`config.mk`:
```
export PLATFORM = sky130hd
export DESIGN_NAME = serial_display_link_control
export DESIGN_NICKNAME = d
export VERILOG_FILES = /design/src/core/link_ctrl_pkg.sv /design/src/core/lane_link_if.sv /design/src/core/lane_rx.sv /design/src/core/serial_display_link_control.sv
export SDC_FILE = /design/constraint.sdc
export NUM_CORES = 1
export LEC_CHECK = 0
export BUFFER_PORTS_ARGS = -buffer_cell sky130_fd_sc_hd__buf_2
export CORE_MARGIN = 5
export CORE_UTILIZATION = 52
export DETAILED_ROUTE_END_ITERATION = 8
export PLACE_DENSITY = 0.71
export SYNTH_ARGS = -nofsm -noshare
export SYNTH_HDL_FRONTEND = slang
export SYNTH_SLANG_ARGS = --single-unit
```
`constraint.sdc`:
```
create_clock -name sys_clk_i -period 10.2 [get_ports sys_clk_i]
set_clock_uncertainty 0.1 [all_clocks]
set_input_delay 1.53 -clock sys_clk_i [delete_from_list [all_inputs] [get_ports sys_clk_i]]
set_output_delay 1.53 -clock sys_clk_i [all_outputs]
set_load 0.01 [all_outputs]
```
`src/core/link_ctrl_pkg.sv`:
```
// Purpose: Shared constants and types for the display link control block.
// Assumes: System clock of 20 MHz.
// Notes:   Lane pair states are written {p, n}.
package link_ctrl_pkg;

  // ----------------------------------------------------------------------
  // Timing
  // ----------------------------------------------------------------------
  localparam int CLK_PERIOD_NS = 50;
  localparam int LP_SYMBOL_NS  = 100;
  localparam int LP_SYMBOL_RAW = (LP_SYMBOL_NS + CLK_PERIOD_NS - 1) / CLK_PERIOD_NS;
  localparam int LP_SYMBOL_CYC = (LP_SYMBOL_RAW < 1) ? 1 : LP_SYMBOL_RAW;
  localparam logic [7:0] LP_HOLD_LAST = 8'(LP_SYMBOL_CYC - 1);
  localparam int CLK_IDLE_NS   = 1000;
  localparam int CLK_IDLE_RAW  = CLK_IDLE_NS / CLK_PERIOD_NS;
  localparam int CLK_IDLE_CYC  = (CLK_IDLE_RAW < 1) ? 1 : CLK_IDLE_RAW;
  localparam logic [15:0] CLK_IDLE_LAST = 16'(CLK_IDLE_CYC - 1);

  // ----------------------------------------------------------------------
  // Lanes and bytes
  // ----------------------------------------------------------------------
  localparam int MIN_LANES = 1;
  localparam int MAX_LANES = 4;
  localparam int BYTE_BITS = 8;
  localparam logic [2:0] BIT_LAST = 3'h7;

  // ----------------------------------------------------------------------
  // Low-power pair states
  // ----------------------------------------------------------------------
  localparam logic [1:0] LS_STOP   = 2'h3;
  localparam logic [1:0] LS_HI_P   = 2'h2;
  localparam logic [1:0] LS_HI_N   = 2'h1;
  localparam logic [1:0] LS_BRIDGE = 2'h0;

  // ----------------------------------------------------------------------
  // Last step of each transmit phase
  // ----------------------------------------------------------------------
  localparam logic [3:0] STEP_ENTRY_LAST = 4'h3;
  localparam logic [3:0] STEP_BITS_LAST  = 4'hF;
  localparam logic [3:0] STEP_EXIT_LAST  = 4'h1;
  localparam logic [3:0] STEP_TA_LAST    = 4'h3;

  // ----------------------------------------------------------------------
  // State types
  // ----------------------------------------------------------------------
  typedef enum logic [1:0] {
    HS_IDLE = 2'b00,
    HS_REQ  = 2'b01,
    HS_ON   = 2'b10
  } hs_seq_t;

  typedef enum logic [3:0] {
    ST_LISTEN   = 4'b0000,
    ST_RX_S1    = 4'b0001,
    ST_RX_S2    = 4'b0010,
    ST_RX_ESC3  = 4'b0011,
    ST_RX_TA3   = 4'b0100,
    ST_ESC_CMD  = 4'b0101,
    ST_ESC_DATA = 4'b0110,
    ST_ESC_WAIT = 4'b0111,
    ST_ULPS     = 4'b1000,
    ST_OWN_IDLE = 4'b1001,
    ST_TX_ENTRY = 4'b1010,
    ST_TX_CMD   = 4'b1011,
    ST_TX_DATA  = 4'b1100,
    ST_TX_EXIT  = 4'b1101,
    ST_TX_TA    = 4'b1110
  } link_state_t;

endpackage : link_ctrl_pkg

```
`src/core/lane_link_if.sv`:
```
// Purpose: Carries one data lane's receive results to the link controller.
// Assumes: Everything here runs on the system clock.
// Notes:   The controller supplies the shared bit clock edge.
`timescale 1ns/1ps
interface lane_link_if;
  logic       ser_clk_rise;
  logic [1:0] lp_state;
  logic       hs_active;
  logic [7:0] rx_byte;
  logic       rx_strobe;

  modport lane (input ser_clk_rise, output lp_state, hs_active, rx_byte, rx_strobe);
  modport ctrl (output ser_clk_rise, input lp_state, hs_active, rx_byte, rx_strobe);
endinterface : lane_link_if

```
`src/core/lane_rx.sv`:
```
// Purpose: One data lane receiver: pin sync, burst detect, bytes.
// Assumes: Bit clock edges come pre-synchronised over the interface.
// Notes:   Bits are taken LSB first, one per rising bit clock edge.
`timescale 1ns/1ps
module lane_rx
  import link_ctrl_pkg::*;
(
  // Clock and reset.
  input  wire logic       sys_clk_i,
  input  wire logic       sys_rst_i,
  // Lane pins.
  input  wire logic [1:0] lp_pair_i,
  input  wire logic       ser_dat_i,
  // Controller side.
  lane_link_if.lane       lnk
);

  // ----------------------------------------------------------------------
  // Pin synchronisers
  // ----------------------------------------------------------------------
  logic [1:0] lp_meta_ff;
  logic [1:0] lp_sync_ff;
  logic [1:0] lp_prev_ff;
  logic       dat_meta_ff;
  logic       dat_sync_ff;
  hs_seq_t    hs_ff;
  hs_seq_t    nxt_hs;
  logic [7:0] shreg_ff;
  logic [7:0] byte_ff;
  logic [2:0] bit_cnt_ff;
  logic       strobe_ff;

  // Two stages before any logic reads a pin.
  always_ff @(posedge sys_clk_i or posedge sys_rst_i)
  begin
    if (sys_rst_i)
    begin
      lp_meta_ff  <= LS_STOP;
      lp_sync_ff  <= LS_STOP;
      lp_prev_ff  <= LS_STOP;
      dat_meta_ff <= 1'b0;
      dat_sync_ff <= 1'b0;
    end
    else
    begin
      lp_meta_ff  <= lp_pair_i;
      lp_sync_ff  <= lp_meta_ff;
      lp_prev_ff  <= lp_sync_ff;
      dat_meta_ff <= ser_dat_i;
      dat_sync_ff <= dat_meta_ff;
    end
  end

  // ----------------------------------------------------------------------
  // Burst entry: stop, then HI_N, then bridge; any stop ends the burst
  // ----------------------------------------------------------------------
  wire lp_chg_w   = (lp_sync_ff != lp_prev_ff);
  wire bit_take_w = (hs_ff == HS_ON) && lnk.ser_clk_rise;
  wire byte_end_w = bit_take_w && (bit_cnt_ff == BIT_LAST);
  wire [7:0] next_shreg_w = {dat_sync_ff, shreg_ff[7:1]};

  // Burst entry tracker.
  always_comb
  begin
    nxt_hs = hs_ff;
    if (lp_sync_ff == LS_STOP)
      nxt_hs = HS_IDLE;
    else if (lp_chg_w)
    begin
      case (hs_ff)
        HS_IDLE: if (lp_sync_ff == LS_HI_N && lp_prev_ff == LS_STOP) nxt_hs = HS_REQ;
        HS_REQ:  nxt_hs = (lp_sync_ff == LS_BRIDGE) ? HS_ON : HS_IDLE;
        default: nxt_hs = hs_ff;
      endcase
    end
  end

  // Bit counter restarts with each burst so bytes stay whole.
  always_ff @(posedge sys_clk_i or posedge sys_rst_i)
  begin
    if (sys_rst_i)
    begin
      hs_ff      <= HS_IDLE;
      shreg_ff   <= 8'h00;
      byte_ff    <= 8'h00;
      bit_cnt_ff <= 3'h0;
      strobe_ff  <= 1'b0;
    end
    else
    begin
      hs_ff     <= nxt_hs;
      strobe_ff <= byte_end_w;
      if (hs_ff != HS_ON)
        bit_cnt_ff <= 3'h0;
      else if (bit_take_w)
      begin
        shreg_ff   <= next_shreg_w;
        bit_cnt_ff <= 3'(bit_cnt_ff + 3'h1);
      end
      if (byte_end_w)
        byte_ff <= next_shreg_w;
    end
  end

  // Results towards the controller, all from flip-flops.
  assign lnk.lp_state  = lp_sync_ff;
  assign lnk.hs_active = (hs_ff == HS_ON);
  assign lnk.rx_byte   = byte_ff;
  assign lnk.rx_strobe = strobe_ff;

endmodule : lane_rx

```
`src/core/serial_display_link_control.sv`:
```
// Purpose: Peripheral-side link control for a serial display link.
// Assumes: Host drives the clock lane; lane pins sampled at 20 MHz.
// Notes:   Lane merging and error reporting live elsewhere.
`timescale 1ns/1ps
module serial_display_link_control
  import link_ctrl_pkg::*;
#(
  parameter int         NUM_LANES   = 4,
  parameter bit         LANE0_BIDIR = 1'b1,
  parameter logic [7:0] CMD_ULPS    = 8'h0F,
  parameter logic [7:0] CMD_LPDT    = 8'hF0
)
(
  // Clock and reset.
  input  wire logic                           sys_clk_i,
  input  wire logic                           sys_rst_i,
  // Link pins from the host.
  input  wire logic                           ser_clk_i,
  input  wire logic [2*MAX_LANES-1:0]         lane_lp_i,
  input  wire logic [MAX_LANES-1:0]           lane_dat_i,
  // Lane 0 reverse drive.
  output logic      [1:0]                     lane0_lp_o,
  output logic                                lane0_lp_oe_o,
  // Received data.
  output logic      [BYTE_BITS*MAX_LANES-1:0] hs_byte_o,
  output logic      [MAX_LANES-1:0]           hs_byte_valid_o,
  output logic      [7:0]                     lp_byte_o,
  output logic                                lp_byte_valid_o,
  // Direction control.
  output logic                                bus_turn_request_o,
  output logic                                bus_owned_o,
  input  wire logic                           give_back_i,
  // Reply stream.
  input  wire logic [7:0]                     reply_byte_i,
  input  wire logic                           reply_valid_i,
  input  wire logic                           reply_last_i,
  output logic                                reply_ready_o,
  // Status.
  output logic                                ultra_low_power_o,
  output logic                                clk_stopped_o
);

  // ----------------------------------------------------------------------
  // Lane count, clamped to the legal range
  // ----------------------------------------------------------------------
  localparam int LANES = (NUM_LANES < MIN_LANES) ? MIN_LANES :
                         (NUM_LANES > MAX_LANES) ? MAX_LANES : NUM_LANES;

  // ----------------------------------------------------------------------
  // Bit clock sync; the clock lane is input only here
  // ----------------------------------------------------------------------
  logic        clk_meta_ff;
  logic        clk_sync_ff;
  logic        clk_prev_ff;
  logic [15:0] idle_cnt_ff;
  logic        clk_stopped_ff;

  wire clk_rise_w = clk_sync_ff & ~clk_prev_ff;

  // The clock lane pin is sampled and never driven.
  always_ff @(posedge sys_clk_i or posedge sys_rst_i)
  begin
    if (sys_rst_i)
    begin
      clk_meta_ff <= 1'b0;
      clk_sync_ff <= 1'b0;
      clk_prev_ff <= 1'b0;
    end
    else
    begin
      clk_meta_ff <= ser_clk_i;
      clk_sync_ff <= clk_meta_ff;
      clk_prev_ff <= clk_sync_ff;
    end
  end

  // A stopped clock shows the host chose non-continuous mode.
  always_ff @(posedge sys_clk_i or posedge sys_rst_i)
  begin
    if (sys_rst_i)
    begin
      idle_cnt_ff    <= 16'h0000;
      clk_stopped_ff <= 1'b0;
    end
    else
    begin
      if (clk_rise_w)
        idle_cnt_ff <= 16'h0000;
      else if (idle_cnt_ff != CLK_IDLE_LAST)
        idle_cnt_ff <= 16'(idle_cnt_ff + 16'h0001);
      clk_stopped_ff <= (idle_cnt_ff == CLK_IDLE_LAST);
    end
  end

  // ----------------------------------------------------------------------
  // Lane receivers; all lanes are receive only except lane 0
  // ----------------------------------------------------------------------
  lane_link_if lnk [MAX_LANES] ();
  logic [BYTE_BITS*MAX_LANES-1:0] hs_byte_ff;
  logic [MAX_LANES-1:0]           hs_valid_ff;

  for (genvar g = 0; g < MAX_LANES; g++)
  begin : g_lane
    localparam bit LANE_ON = (g < LANES);

    assign lnk[g].ser_clk_rise = clk_rise_w;

    lane_rx u_lane_rx (
      .sys_clk_i (sys_clk_i),
      .sys_rst_i (sys_rst_i),
      .lp_pair_i (lane_lp_i[2*g+1:2*g]),
      .ser_dat_i (lane_dat_i[g]),
      .lnk       (lnk[g])
    );

    // No ready exists: every byte of a lane below LANES is taken the cycle it appears; other lanes' bytes are dropped.
    always_ff @(posedge sys_clk_i or posedge sys_rst_i)
    begin
      if (sys_rst_i)
      begin
        hs_byte_ff[BYTE_BITS*g +: BYTE_BITS] <= 8'h00;
        hs_valid_ff[g]                       <= 1'b0;
      end
      else
      begin
        hs_valid_ff[g] <= LANE_ON & lnk[g].rx_strobe;
        if (LANE_ON && lnk[g].rx_strobe)
          hs_byte_ff[BYTE_BITS*g +: BYTE_BITS] <= lnk[g].rx_byte;
      end
    end
  end

  // ----------------------------------------------------------------------
  // Lane 0 low-power decode and reverse drive
  // ----------------------------------------------------------------------
  link_state_t state_ff;
  link_state_t nxt_state;
  logic [1:0]  lp0_prev_ff;
  logic [3:0]  step_ff;
  logic [3:0]  nxt_step;
  logic [7:0]  hold_ff;
  logic [7:0]  nxt_hold;
  logic [7:0]  rx_bits_ff;
  logic [7:0]  nxt_bits;
  logic [2:0]  rx_cnt_ff;
  logic [2:0]  nxt_cnt;
  logic [7:0]  tx_shreg_ff;
  logic [7:0]  nxt_txb;
  logic        more_ff;
  logic        nxt_more;
  logic        nxt_turn;
  logic        nxt_lpv;
  logic [7:0]  nxt_lpb;
  logic        nxt_ready;
  logic [1:0]  lane0_lp_ff;
  logic        lane0_oe_ff;
  logic        turn_ff;
  logic        lpv_ff;
  logic [7:0]  lpb_ff;
  logic        ready_ff;
  logic        owned_ff;
  logic        ulps_ff;

  // Symbol decode of the lane 0 pair.
  wire [1:0] lp0_w     = lnk[0].lp_state;
  wire       sym_new_w = (lp0_w != lp0_prev_ff);
  wire       stop_w    = sym_new_w && (lp0_w == LS_STOP);
  wire       bit_sym_w = sym_new_w && (lp0_w == LS_HI_P || lp0_w == LS_HI_N);
  wire [7:0] full_w    = {(lp0_w == LS_HI_P), rx_bits_ff[7:1]};
  wire       own_w     = (state_ff >= ST_OWN_IDLE);
  wire       tx_w      = (state_ff >= ST_TX_ENTRY);

  // Transmit step timing; each symbol stands for a whole hold period.
  wire       sym_done_w = tx_w && (hold_ff == LP_HOLD_LAST);
  wire [3:0] step_last_w = (state_ff == ST_TX_ENTRY) ? STEP_ENTRY_LAST :
                           (state_ff == ST_TX_EXIT)  ? STEP_EXIT_LAST  :
                           (state_ff == ST_TX_TA)    ? STEP_TA_LAST    : STEP_BITS_LAST;
  wire       phase_end_w = sym_done_w && (step_ff == step_last_w);

  // Symbol selection; only low-power states are ever produced.
  wire       bit_src_w   = (state_ff == ST_TX_CMD) ? CMD_LPDT[step_ff[3:1]] :
                                                     tx_shreg_ff[step_ff[3:1]];
  wire [1:0] entry_sym_w = step_ff[0] ? LS_BRIDGE : (step_ff[1] ? LS_HI_N : LS_HI_P);
  wire [1:0] bits_sym_w  = step_ff[0] ? LS_BRIDGE : (bit_src_w ? LS_HI_P : LS_HI_N);
  wire [1:0] exit_sym_w  = step_ff[0] ? LS_STOP : LS_HI_P;
  wire [1:0] ta_sym_w    = step_ff[0] ? LS_BRIDGE : LS_HI_P;
  wire [1:0] drive_sym_w = (state_ff == ST_TX_ENTRY) ? entry_sym_w :
                           (state_ff == ST_TX_CMD ||
                            state_ff == ST_TX_DATA)  ? bits_sym_w  :
                           (state_ff == ST_TX_EXIT)  ? exit_sym_w  :
                           (state_ff == ST_TX_TA)    ? ta_sym_w    : LS_STOP;

  // Link state machine.
  always_comb
  begin
    nxt_state = state_ff;
    nxt_step  = step_ff;
    nxt_hold  = hold_ff;
    nxt_bits  = rx_bits_ff;
    nxt_cnt   = rx_cnt_ff;
    nxt_txb   = tx_shreg_ff;
    nxt_more  = more_ff;
    nxt_turn  = 1'b0;
    nxt_lpv   = 1'b0;
    nxt_lpb   = lpb_ff;
    nxt_ready = 1'b0;
    if (tx_w)
    begin
      nxt_hold = sym_done_w ? 8'h00 : 8'(hold_ff + 8'h01);
      if (sym_done_w)
        nxt_step = (step_ff == step_last_w) ? 4'h0 : 4'(step_ff + 4'h1);
    end
    case (state_ff)
      ST_LISTEN:
        if (sym_new_w && lp0_w == LS_HI_P && lp0_prev_ff == LS_STOP)
          nxt_state = ST_RX_S1;
      ST_RX_S1:
        if (sym_new_w)
          nxt_state = (lp0_w == LS_BRIDGE) ? ST_RX_S2 : ST_LISTEN;
      ST_RX_S2:
        if (sym_new_w)
        begin
          if (lp0_w == LS_HI_N)
            nxt_state = ST_RX_ESC3;
          else if (lp0_w == LS_HI_P && LANE0_BIDIR)
            nxt_state = ST_RX_TA3;
          else
            nxt_state = ST_LISTEN;
        end
      ST_RX_ESC3:
        if (sym_new_w)
        begin
          nxt_state = (lp0_w == LS_BRIDGE) ? ST_ESC_CMD : ST_LISTEN;
          nxt_cnt   = 3'h0;
        end
      ST_RX_TA3:
        if (sym_new_w)
        begin
          nxt_state = (lp0_w == LS_BRIDGE) ? ST_OWN_IDLE : ST_LISTEN;
          nxt_turn  = (lp0_w == LS_BRIDGE);
        end
      ST_ESC_CMD, ST_ESC_DATA:
        if (stop_w)
          nxt_state = ST_LISTEN;
        else if (bit_sym_w)
        begin
          nxt_bits = full_w;
          nxt_cnt  = 3'(rx_cnt_ff + 3'h1);
          if (rx_cnt_ff == BIT_LAST && state_ff == ST_ESC_DATA)
          begin
            nxt_lpb = full_w;
            nxt_lpv = 1'b1;
          end
          else if (rx_cnt_ff == BIT_LAST)
            nxt_state = (full_w == CMD_ULPS) ? ST_ULPS :
                        (full_w == CMD_LPDT) ? ST_ESC_DATA : ST_ESC_WAIT;
        end
      ST_ESC_WAIT, ST_ULPS:
        if (stop_w)
          nxt_state = ST_LISTEN;
      ST_OWN_IDLE:
        if (reply_valid_i)
        begin
          nxt_txb   = reply_byte_i;
          nxt_more  = ~reply_last_i;
          nxt_ready = 1'b1;
          nxt_state = ST_TX_ENTRY;
          nxt_step  = 4'h0;
          nxt_hold  = 8'h00;
        end
        else if (give_back_i)
        begin
          nxt_state = ST_TX_TA;
          nxt_step  = 4'h0;
          nxt_hold  = 8'h00;
        end
      ST_TX_ENTRY:
        if (phase_end_w)
          nxt_state = ST_TX_CMD;
      ST_TX_CMD:
        if (phase_end_w)
          nxt_state = ST_TX_DATA;
      ST_TX_DATA:
        if (phase_end_w && more_ff && reply_valid_i)
        begin
          nxt_txb   = reply_byte_i;
          nxt_more  = ~reply_last_i;
          nxt_ready = 1'b1;
        end
        else if (phase_end_w)
          nxt_state = ST_TX_EXIT;
      ST_TX_EXIT:
        if (phase_end_w)
          nxt_state = ST_OWN_IDLE;
      ST_TX_TA:
        if (phase_end_w)
          nxt_state = ST_LISTEN;
      default:
        nxt_state = ST_LISTEN;
    endcase
  end

  // State registers.
  always_ff @(posedge sys_clk_i or posedge sys_rst_i)
  begin
    if (sys_rst_i)
    begin
      state_ff    <= ST_LISTEN;
      lp0_prev_ff <= LS_STOP;
      step_ff     <= 4'h0;
      hold_ff     <= 8'h00;
      rx_bits_ff  <= 8'h00;
      rx_cnt_ff   <= 3'h0;
      tx_shreg_ff <= 8'h00;
      more_ff     <= 1'b0;
    end
    else
    begin
      state_ff    <= nxt_state;
      lp0_prev_ff <= lp0_w;
      step_ff     <= nxt_step;
      hold_ff     <= nxt_hold;
      rx_bits_ff  <= nxt_bits;
      rx_cnt_ff   <= nxt_cnt;
      tx_shreg_ff <= nxt_txb;
      more_ff     <= nxt_more;
    end
  end

  // Output registers; the drive lags the state by one cycle.
  always_ff @(posedge sys_clk_i or posedge sys_rst_i)
  begin
    if (sys_rst_i)
    begin
      lane0_lp_ff <= LS_STOP;
      lane0_oe_ff <= 1'b0;
      turn_ff     <= 1'b0;
      lpv_ff      <= 1'b0;
      lpb_ff      <= 8'h00;
      ready_ff    <= 1'b0;
      owned_ff    <= 1'b0;
      ulps_ff     <= 1'b0;
    end
    else
    begin
      lane0_lp_ff <= drive_sym_w;
      lane0_oe_ff <= own_w;
      turn_ff     <= nxt_turn;
      lpv_ff      <= nxt_lpv;
      lpb_ff      <= nxt_lpb;
      ready_ff    <= nxt_ready;
      owned_ff    <= own_w;
      ulps_ff     <= (state_ff == ST_ULPS);
    end
  end

  // Ports straight from flip-flops.
  assign lane0_lp_o         = lane0_lp_ff;
  assign lane0_lp_oe_o      = lane0_oe_ff;
  assign hs_byte_o          = hs_byte_ff;
  assign hs_byte_valid_o    = hs_valid_ff;
  assign lp_byte_o          = lpb_ff;
  assign lp_byte_valid_o    = lpv_ff;
  assign bus_turn_request_o = turn_ff;
  assign bus_owned_o        = owned_ff;
  assign reply_ready_o      = ready_ff;
  assign ultra_low_power_o  = ulps_ff;
  assign clk_stopped_o      = clk_stopped_ff;

endmodule : serial_display_link_control

```
==> results of run 1 <==
## state kept, by name (all words and copies together), names as in the netlist, 2 cells and up
register and flops:
step_ff 4, hs_byte_o 32, state_ff 4, g_lane.u_lane_rx.lp_prev_ff 8, lp_byte_o 8, hold_ff 8
g_lane.u_lane_rx.lnk.rx_strobe 4, g_lane.u_lane_rx.dat_sync_ff 4, g_lane.u_lane_rx.lnk.lp_state 8, hs_byte_valid_o 4, g_lane.u_lane_rx.lnk.rx_byte 32, g_lane.u_lane_rx.bit_cnt_ff 12
rx_cnt_ff 3, g_lane.u_lane_rx.lp_meta_ff 8, g_lane.u_lane_rx.hs_ff 8, rx_bits_ff 7, idle_cnt_ff 16, g_lane.u_lane_rx.shreg_ff 28
lane0_lp_o 2, tx_shreg_ff 8, g_lane.u_lane_rx.dat_meta_ff 4
## per-stage QoR
stage | utilization [%] | std cells | hold slack, ns
floorplan | - | 701 | 0.231
detailed placement | 56.7 | 983 | 0.236
global placement | 56.7 | 983 | 0.234
CTS | 61.2 | 1027 | 0.249
finish | 61.2 | 1027 | 0.246
global route | 61.2 | 1027 | 0.253
## worst max path at each step
stage	start	to	slack (ns)	cells after the start
5_1_grt	state_ff[1]	tx_shreg_ff[6]	6.82	5
2_1_floorplan	sys_rst_i	bus_owned_o	2.54	1
3_5_place_dp	sys_rst_i	g_lane[2].u_lane_rx.shreg_ff[5]	6.79	3
6_report	state_ff[1]	tx_shreg_ff[6]	7.04	5
3_3_place_gp	sys_rst_i	g_lane[2].u_lane_rx.shreg_ff[4]	6.87	3
4_1_cts	state_ff[1]	tx_shreg_ff[6]	7.03	5
## final cells by class
type / count / area share [%]
clock buffer: 30 / 6.26
inverter: 17 / 0.672
sequential: 222 / 52.6
clock inverter: 14 / 1.11
multi-input combinational: 439 / 32.9
tap: 225 / 2.65
timing repair buffer: 80 / 3.82
## power groups by stage
stage	registers, µW	clock network [µW]	logic, µW
floorplan	1020	0	347
global route	1060	899	427
finish	1050	835	385
global placement	1060	0	377
CTS	1050	858	386
detailed placement	1060	0	385
## per-layer routing
metal,GRT usage [%],vias up
met3,3.03,27
met4,3.77,0
met5,0,-
met2,28.7,103
li1,-,2634
met1,21.1,2779
## layout by cell type, fill, tap and decap left out, types with 3 or more instances in the layout
cell type,netlist,final
clkinvlp_4,0,3
ha_1,21,21
xor2_1,15,15
inv_1,17,16
nand4b_1,5,5
dfstp_2,26,26
nor2_1,59,59
and3_1,3,3
o22a_1,3,3
xnor2_1,17,17
o31ai_1,5,5
mux2_4,7,7
nor3_1,9,9
o21ai_0,16,16
mux2_2,114,114
and2_1,3,3
nand2b_1,9,9
buf_2,5,78
a2bb2oi_1,3,3
dfrtp_1,196,196
clkbuf_1,13,3
nand4_1,10,10
nor4_1,3,3
a21o_1,3,3
clkbuf_16,0,25
clkinv_2,0,6
a31oi_1,3,3
nand2_1,50,50
or2_2,3,3
a21boi_0,3,3
a21oi_1,21,21
nand3_1,10,10
## kinds of logic (layout without fill, tap and decap cells)
family,count (synthesis),in the layout
flops,222,222
simple gates,186,186
mux,124,124
compound gates,76,76
buf+inv,40,141
xor+xnor,32,32
fa+ha+maj,21,21
## worst max-delay path, stage by stage, from the launching register on
cell and delay, ns:
dfrtp_1 0.70, nand2b_1 0.36, a2111oi_4 0.42, o211ai_2 0.19
o41ai_4 0.86, mux2_2 0.41
==> key figures, run 1 <==
Status
  • Outcome: finished clean

Pwr
  • Max IR drop VDD: ~0.20 mV
  • Fraction of power spent switching nets: approximately 28%
  • Overall power consumption: around 2300 µW
  • LEAKAGE: about 0.0052 µW
  • Pwr per Cell Area: 214 nW/µm²
  • Proportion of power drawn by combinational gates: 17.0%
  • Sequential power share: between 40 and 50%
  • Sw Pwr: 639 µW
  • Part of the total power dissipated in the clock network: 36.8%
  • Cell internal power dissipation: ~1600 µW

Die
  • Die width: about 140 µm
  • Number of top-level pins: between 70 and 80
  • Core area: ~17000 µm²
  • Starting density of the core: 53.3%
  • Vert. Die Dim: between 100 and 150 µm
  • Die ar.: between 20000 and 25000 µm²
  • Number of cell rows: 48

STA
  • Max_slew headroom: between 20 and 25%
  • Final clock period utilization by the worst path: between 30% and 40%
  • Worst Max-Slew Pin Slew: 1.15 ns
  • Total Negative Setup Slacks: 0 ns
  • Count of final max-slew check failures: 0
  • Worst path setup slack after routing: 7.04 ns
  • Final hold violations: 0
  • Shortest period the worst path allows: between 3 and 4 ns
  • Setup repair after global routing missed its margin: no
  • Setup violations, final: 0
  • FMAX: ~320 MHz

Worst setup path
  • R2r endpoint: tx_shreg_ff[6]
  • Startpoint of the most critical register-to-register path: state_ff[1]
  • CP arrival: roughly 3.5 ns
  • Kind of capture point of the worst setup path: flop
  • Worst r2r path cells: 5
  • Type of origin of the critical path: flop
  • Start-to-end type of the worst setup path: reg2reg
  • Worst endpoint required time: 10.49 ns
  • Minimum setup slack among reg-to-reg paths: 7.04 ns
  • Max Fanout on Critical Path: 19

Synthesis
  • Proportion of netlist area held by the largest area contributor: 53.0%
  • Multiplexer area fraction after synthesis: roughly 16%
  • Post-Synthesis Cells: 701
  • Nets in the synthesized netlist: around 750
  • Ranking of synthesized cells by area: dfrtp_1 (53%), mux2_2 (14%), dfstp_2 (7.4%), ha_1 (2.8%), nor2_1 (2.4%)
  • Largest family of logic cells by synthesized area: multiplexers
  • Cell accounting for the most synthesized area: dfrtp_1
  • Post-synthesis share of cell area spent on xor and xnor gates: about 3.0%
  • Most numerous cell types in the synthesized netlist: dfrtp_1 (196), mux2_2 (114), nor2_1 (59), nand2_1 (50), dfstp_2 (26)
  • Area of the mapped netlist: just over 9000 µm²
  • Post-synthesis share of cell area spent on full adders, half adders and majority gates: 2.84%
  • Post-synthesis share of cell area spent on and, or, nand and nor gates: approximately a tenth
  • Most instantiated flip-flop cell in the synthesis netlist: dfrtp_1
  • Proportion of synthesized flip-flops having asynchronous set or reset: 100%
  • Number of storage elements in the synthesis netlist: around 220
  • Count of unique library cells instantiated by Yosys: 65
  • EDFF count, synth: 0
  • Leading cell type by number of instances after synthesis: dfrtp_1
  • Synthesized-area fraction occupied by ao, oa, aoi and oai cells: under 10%
  • Average footprint of a synthesized cell: about 13 µm²
  • Sequential area share after synthesis: between 60% and 70%
  • Syn. warnings: 0

Global routing
  • First-pass GRT wire length: 28.0 mm
  • Pin count of the biggest net entering global routing: ~160
  • Initial antenna violation count: 0
  • Overall overflow remaining after global route: 0
  • Vias in the first global route: 5899
  • Overall routing resource usage: 16.3%

Clocking
  • Inserted Clock Buffers: 24
  • Clock tree root driver cell: clkbuf_16
  • Total clock sinks: 222
  • Clock insertion delay at the later pin of the skew report: roughly 0.5 ns
  • Number of levels the H-tree was split into: 1
  • Buffer count from post-CTS setup fixing: 0
  • Hold bufs inserted after CTS: 0
  • TritonCTS clock tree: done
  • Number of gates given a new drive strength after cts: 0
  • Clk slew on worst S/H paths: 0.06 ns
  • Longest Clk Path Bufs: 3

Cells and area
  • Filler Cell Count: between 1000 and 1500
  • Ant. Diodes: 0
  • Area of combinational cells with multiple inputs: 3490 µm²
  • Nets: ~830
  • Final instance area: around 11000 µm²
  • Share of layout cells above drive strength 1: a little over a third
  • Layout Area Growth over Synthesis: 14.7%
  • Register area: ~5600 µm²

Drt
  • Antenna-violating nets left: 0
  • Avg WL per Cell: 15.9 µm
  • Detailed-routed wire length on met2: about 8.3 mm
  • Met3 routed WL: approximately 790 µm
  • First-pass iteration count of the detailed router: 4
  • DRT Wirelength: around 16 mm
  • Drt initial violations: between 200 and 300
  • Top layer reached by signal wires: met4
  • Detail-routed via count per cell: 5.40
  • DRC errors left: 0
  • Detailed-route via count: around 5500
  • M1 wire length: between 6 and 7 mm

Placed design
  • Routability congestion estimate from global placement: about 0.86
  • Count of buffers inserted at the top-level ports: 78
  • Post-placement cell area: between 9000 and 10000 µm²
  • Placement-stage worst setup slack: just under 7 ns
  • Detailed placement HPWL: 11.0 mm

Job
  • Number of max-capacitance violations reported: 0

Worst hold path
  • Type of the tightest min-delay check: reg2reg
  • Startpoint of the worst hold path: g_lane[3].u_lane_rx.dat_meta_ff
  • Instance count along the most critical hold path: 0
  • Capture endpoint of the worst hold path: g_lane[3].u_lane_rx.dat_sync_ff
No activity file was read; power rests on OpenSTA's default activity.
==> run 2, diff against run 1 <==
PLACE_DENSITY = 0.74   (was 0.71)
clock period = 2.8 ns   (was 10.2 ns; I/O delays follow)
==> run 2 against run 1 <==
Utilization grew 2.3 points. Sequential share of layout area shrank 1.9 points. Critical path type unchanged. Critical path depth grew 3. Critical endpoint unchanged. Largest power group unchanged.
==> key figures, run 2 (same netlist as run 1, synthesis figures left out) <==
Status
  • Outcome: finished clean

Cells and area
  • Layout Area Growth over Synthesis: 19.0%
  • Number of standard cells in the layout, taps in and fillers out: approximately 1100
  • Ant. Diodes: 0
  • Register area: between 5000 and 6000 µm²
  • Area of combinational cells with multiple inputs: 3490 µm²
  • Commonest cells after routing, fill and taps aside: dfrtp_1 (196), mux2_2 (114), buf_2 (78)
  • Nets: approximately 860
  • Commonest non-fill, non-tap cell in the layout: dfrtp_1
  • Utilization after layout: 63.5%
  • Filler Cell Count: approximately 1300
  • Share of layout cells above drive strength 1: between 30% and 40%

Pwr
  • Max IR drop VDD: roughly 0.6 mV
  • Sequential power share: between 40% and 50%
  • Part of the total power dissipated in the clock network: roughly two fifths
  • Overall power consumption: around 8700 µW
  • Cell internal power dissipation: approximately 6400 µW
  • Fraction of power spent switching nets: between 20 and 30%
  • LEAKAGE: 0.00544 µW
  • Proportion of power drawn by combinational gates: 17.9%
  • Sw Pwr: 2360 µW
  • Pwr per Cell Area: 793 nW/µm²

Clocking
  • Clk slew on worst S/H paths: ~0.06 ns
  • TritonCTS clock tree: done
  • Total clock sinks: around 220
  • Buffer count from post-CTS setup fixing: 0
  • Longest Clk Path Bufs: 3
  • Inserted Clock Buffers: 24
  • Clock insertion delay at the later pin of the skew report: 0.51 ns
  • Clock tree root driver cell: clkbuf_16
  • Number of levels the H-tree was split into: 1

Worst setup path
  • CP peak stage delay: between 0.4 and 0.5 ns
  • CP arrival: around 2.9 ns
  • Cell with the largest stage delay on the worst path: or4b_4
  • Max Fanout on Critical Path: 11
  • Start-to-end type of the worst setup path: reg2reg
  • Worst endpoint required time: slightly above 3 ns
  • Type of origin of the critical path: flop
  • Cell-by-cell trace of the critical path: inv_1, ha_1, or4b_4, nor4_4, nand2_2, o41ai_4, buf_4, mux2_2
  • Cell type group with the largest total delay on the critical path: simple AND/OR/NAND/NOR gates
  • Buf+Inv Stages, Crit Path: 2
  • Kind of capture point of the worst setup path: flop

Die
  • Core area: approximately 17000 µm²
  • Vert. Die Dim: between 100 and 150 µm
  • Number of top-level pins: 79
  • Die ar.: roughly 20000 µm²
  • Starting density of the core: between 50% and 60%
  • Number of cell rows: 48
  • Die width: approximately 140 µm

STA
  • Shortest period the worst path allows: roughly 2.6 ns
  • Final clock period utilization by the worst path: between 90% and 100%
  • Setup violations, final: 0
  • Max_slew headroom: approximately half
  • Setup repair after global routing missed its margin: no
  • FMAX: about 380 MHz
  • Worst Max-Slew Pin Slew: 0.774 ns
  • Worst path setup slack after routing: 0.173 ns
  • Final hold violations: 0
  • Count of final max-slew check failures: 0

Placed design
  • Routability congestion estimate from global placement: slightly above 0.9
  • Number of instances in the placed design: ~1000
  • Detailed placement HPWL: 11.9 mm
  • Placement-stage worst setup slack: ~0.17 ns
  • Count of buffers inserted at the top-level ports: 78

Global routing
  • Initial antenna violation count: 0
  • Vias in the first global route: between 6000 and 7000
  • First-pass GRT wire length: between 20 and 30 mm
  • Pin count of the biggest net entering global routing: slightly below 100
  • Overall overflow remaining after global route: 0
  • Overall routing resource usage: between 10% and 20%

Drt
  • First-pass iteration count of the detailed router: 4
  • Antenna-violating nets left: 0
  • Avg WL per Cell: roughly 16 µm
  • DRT Wirelength: 17.2 mm
  • DRC errors left: 0
  • Detail-routed via count per cell: about 5.4
  • Detailed-route via count: approximately 5800
  • Drt initial violations: 228

Job
  • Number of max-capacitance violations reported: 0

Worst hold path
  • Type of the tightest min-delay check: in2reg
run 2: cell types whose count changed in the layout (fill, tap and decap cells not counted), sizes merged, moves of 2 or more:
| cell | delta |
|---|---|
| buf | +16 |
| dlygate4sd3 | +15 |
| clkbuf | +5 |
| clkinv | -5 |
| bufinv | +3 |
| inv | -2 |
run 2: path summary, 6_finish.rpt:
| kind | from | to | slack, ns | depth (start not counted) |
|---|---|---|---|---|
| worst min-delay path | reply_byte_i[3] | tx_shreg_ff[3] | 0.05 | 2 |
| worst max register to register | hold_ff[1] | tx_shreg_ff[6] | 0.17 | 8 |
| worst max-delay path | hold_ff[1] | tx_shreg_ff[6] | 0.17 | 8 |
| max in group asynchronous | sys_rst_i | g_lane[1].u_lane_rx.lnk.lp_state[0] | 1.61 | 4 |
| min in group asynchronous | sys_rst_i | g_lane[2].u_lane_rx.dat_meta_ff | 0.27 | 3 |
| worst min register to register | g_lane[2].u_lane_rx.dat_meta_ff | g_lane[2].u_lane_rx.dat_sync_ff | 0.25 | 0 |
run 2: final cells by class:
type	instances	area share (%)
clock buffer	35	6.55
timing repair buffer	111	6.36
multi-input combinational	439	31.7
inverter	17	0.613
clock inverter	9	1.48
tap	225	2.56
sequential	222	50.7
run 2: power groups by stage:
stage	logic [µW]	clock network (µW)	registers [µW]
2_1_floorplan	1270	0	3700
3_3_place_gp	1470	0	3790
3_5_place_dp	1520	0	3820
4_1_cts	1550	3490	3770
5_1_grt	1710	3640	3810
6_report	1560	3400	3770
run 2: through the flow:
stage          TNS (ns)  hold WS (ns)  cell area (µm²)
2_1_floorplan   -116.59         0.231             9260
3_3_place_gp          0         0.227             9980
3_5_place_dp          0         0.230             9980
4_1_cts               0        0.0269            11000
5_1_grt               0        0.0310            11000
6_report              0        0.0497            11000
run 2: what timing repair did:
action                                  in CTS  in global routing
gates resized for setup                      0                  1
endpoints found under the hold margin       15                  0
endpoints found under the setup margin       0                  7
hold buffers                                15                  0
run 2: worst reg2reg max path: cells and delay by family, from the launching register on:
kind / cells / cell delay, ns
buffers and inverters: 2 / 0.33
adders and majority gates: 1 / 0.15
and+or+nand+nor: 3 / 0.87
AOI/OAI and AO/OA: 1 / 0.29
muxes: 1 / 0.35
DFF: 1 / 0.40
run 2: layer usage:
metal | track usage [%] | routed length (µm) | vias to the layer above
met3 | 2.50 | 654 | 42
li1 | - | - | 2692
met1 | 20.7 | 6900 | 2901
met2 | 32.5 | 9190 | 115
met4 | 4.91 | 476 | 0
met5 | 0 | 0 | -
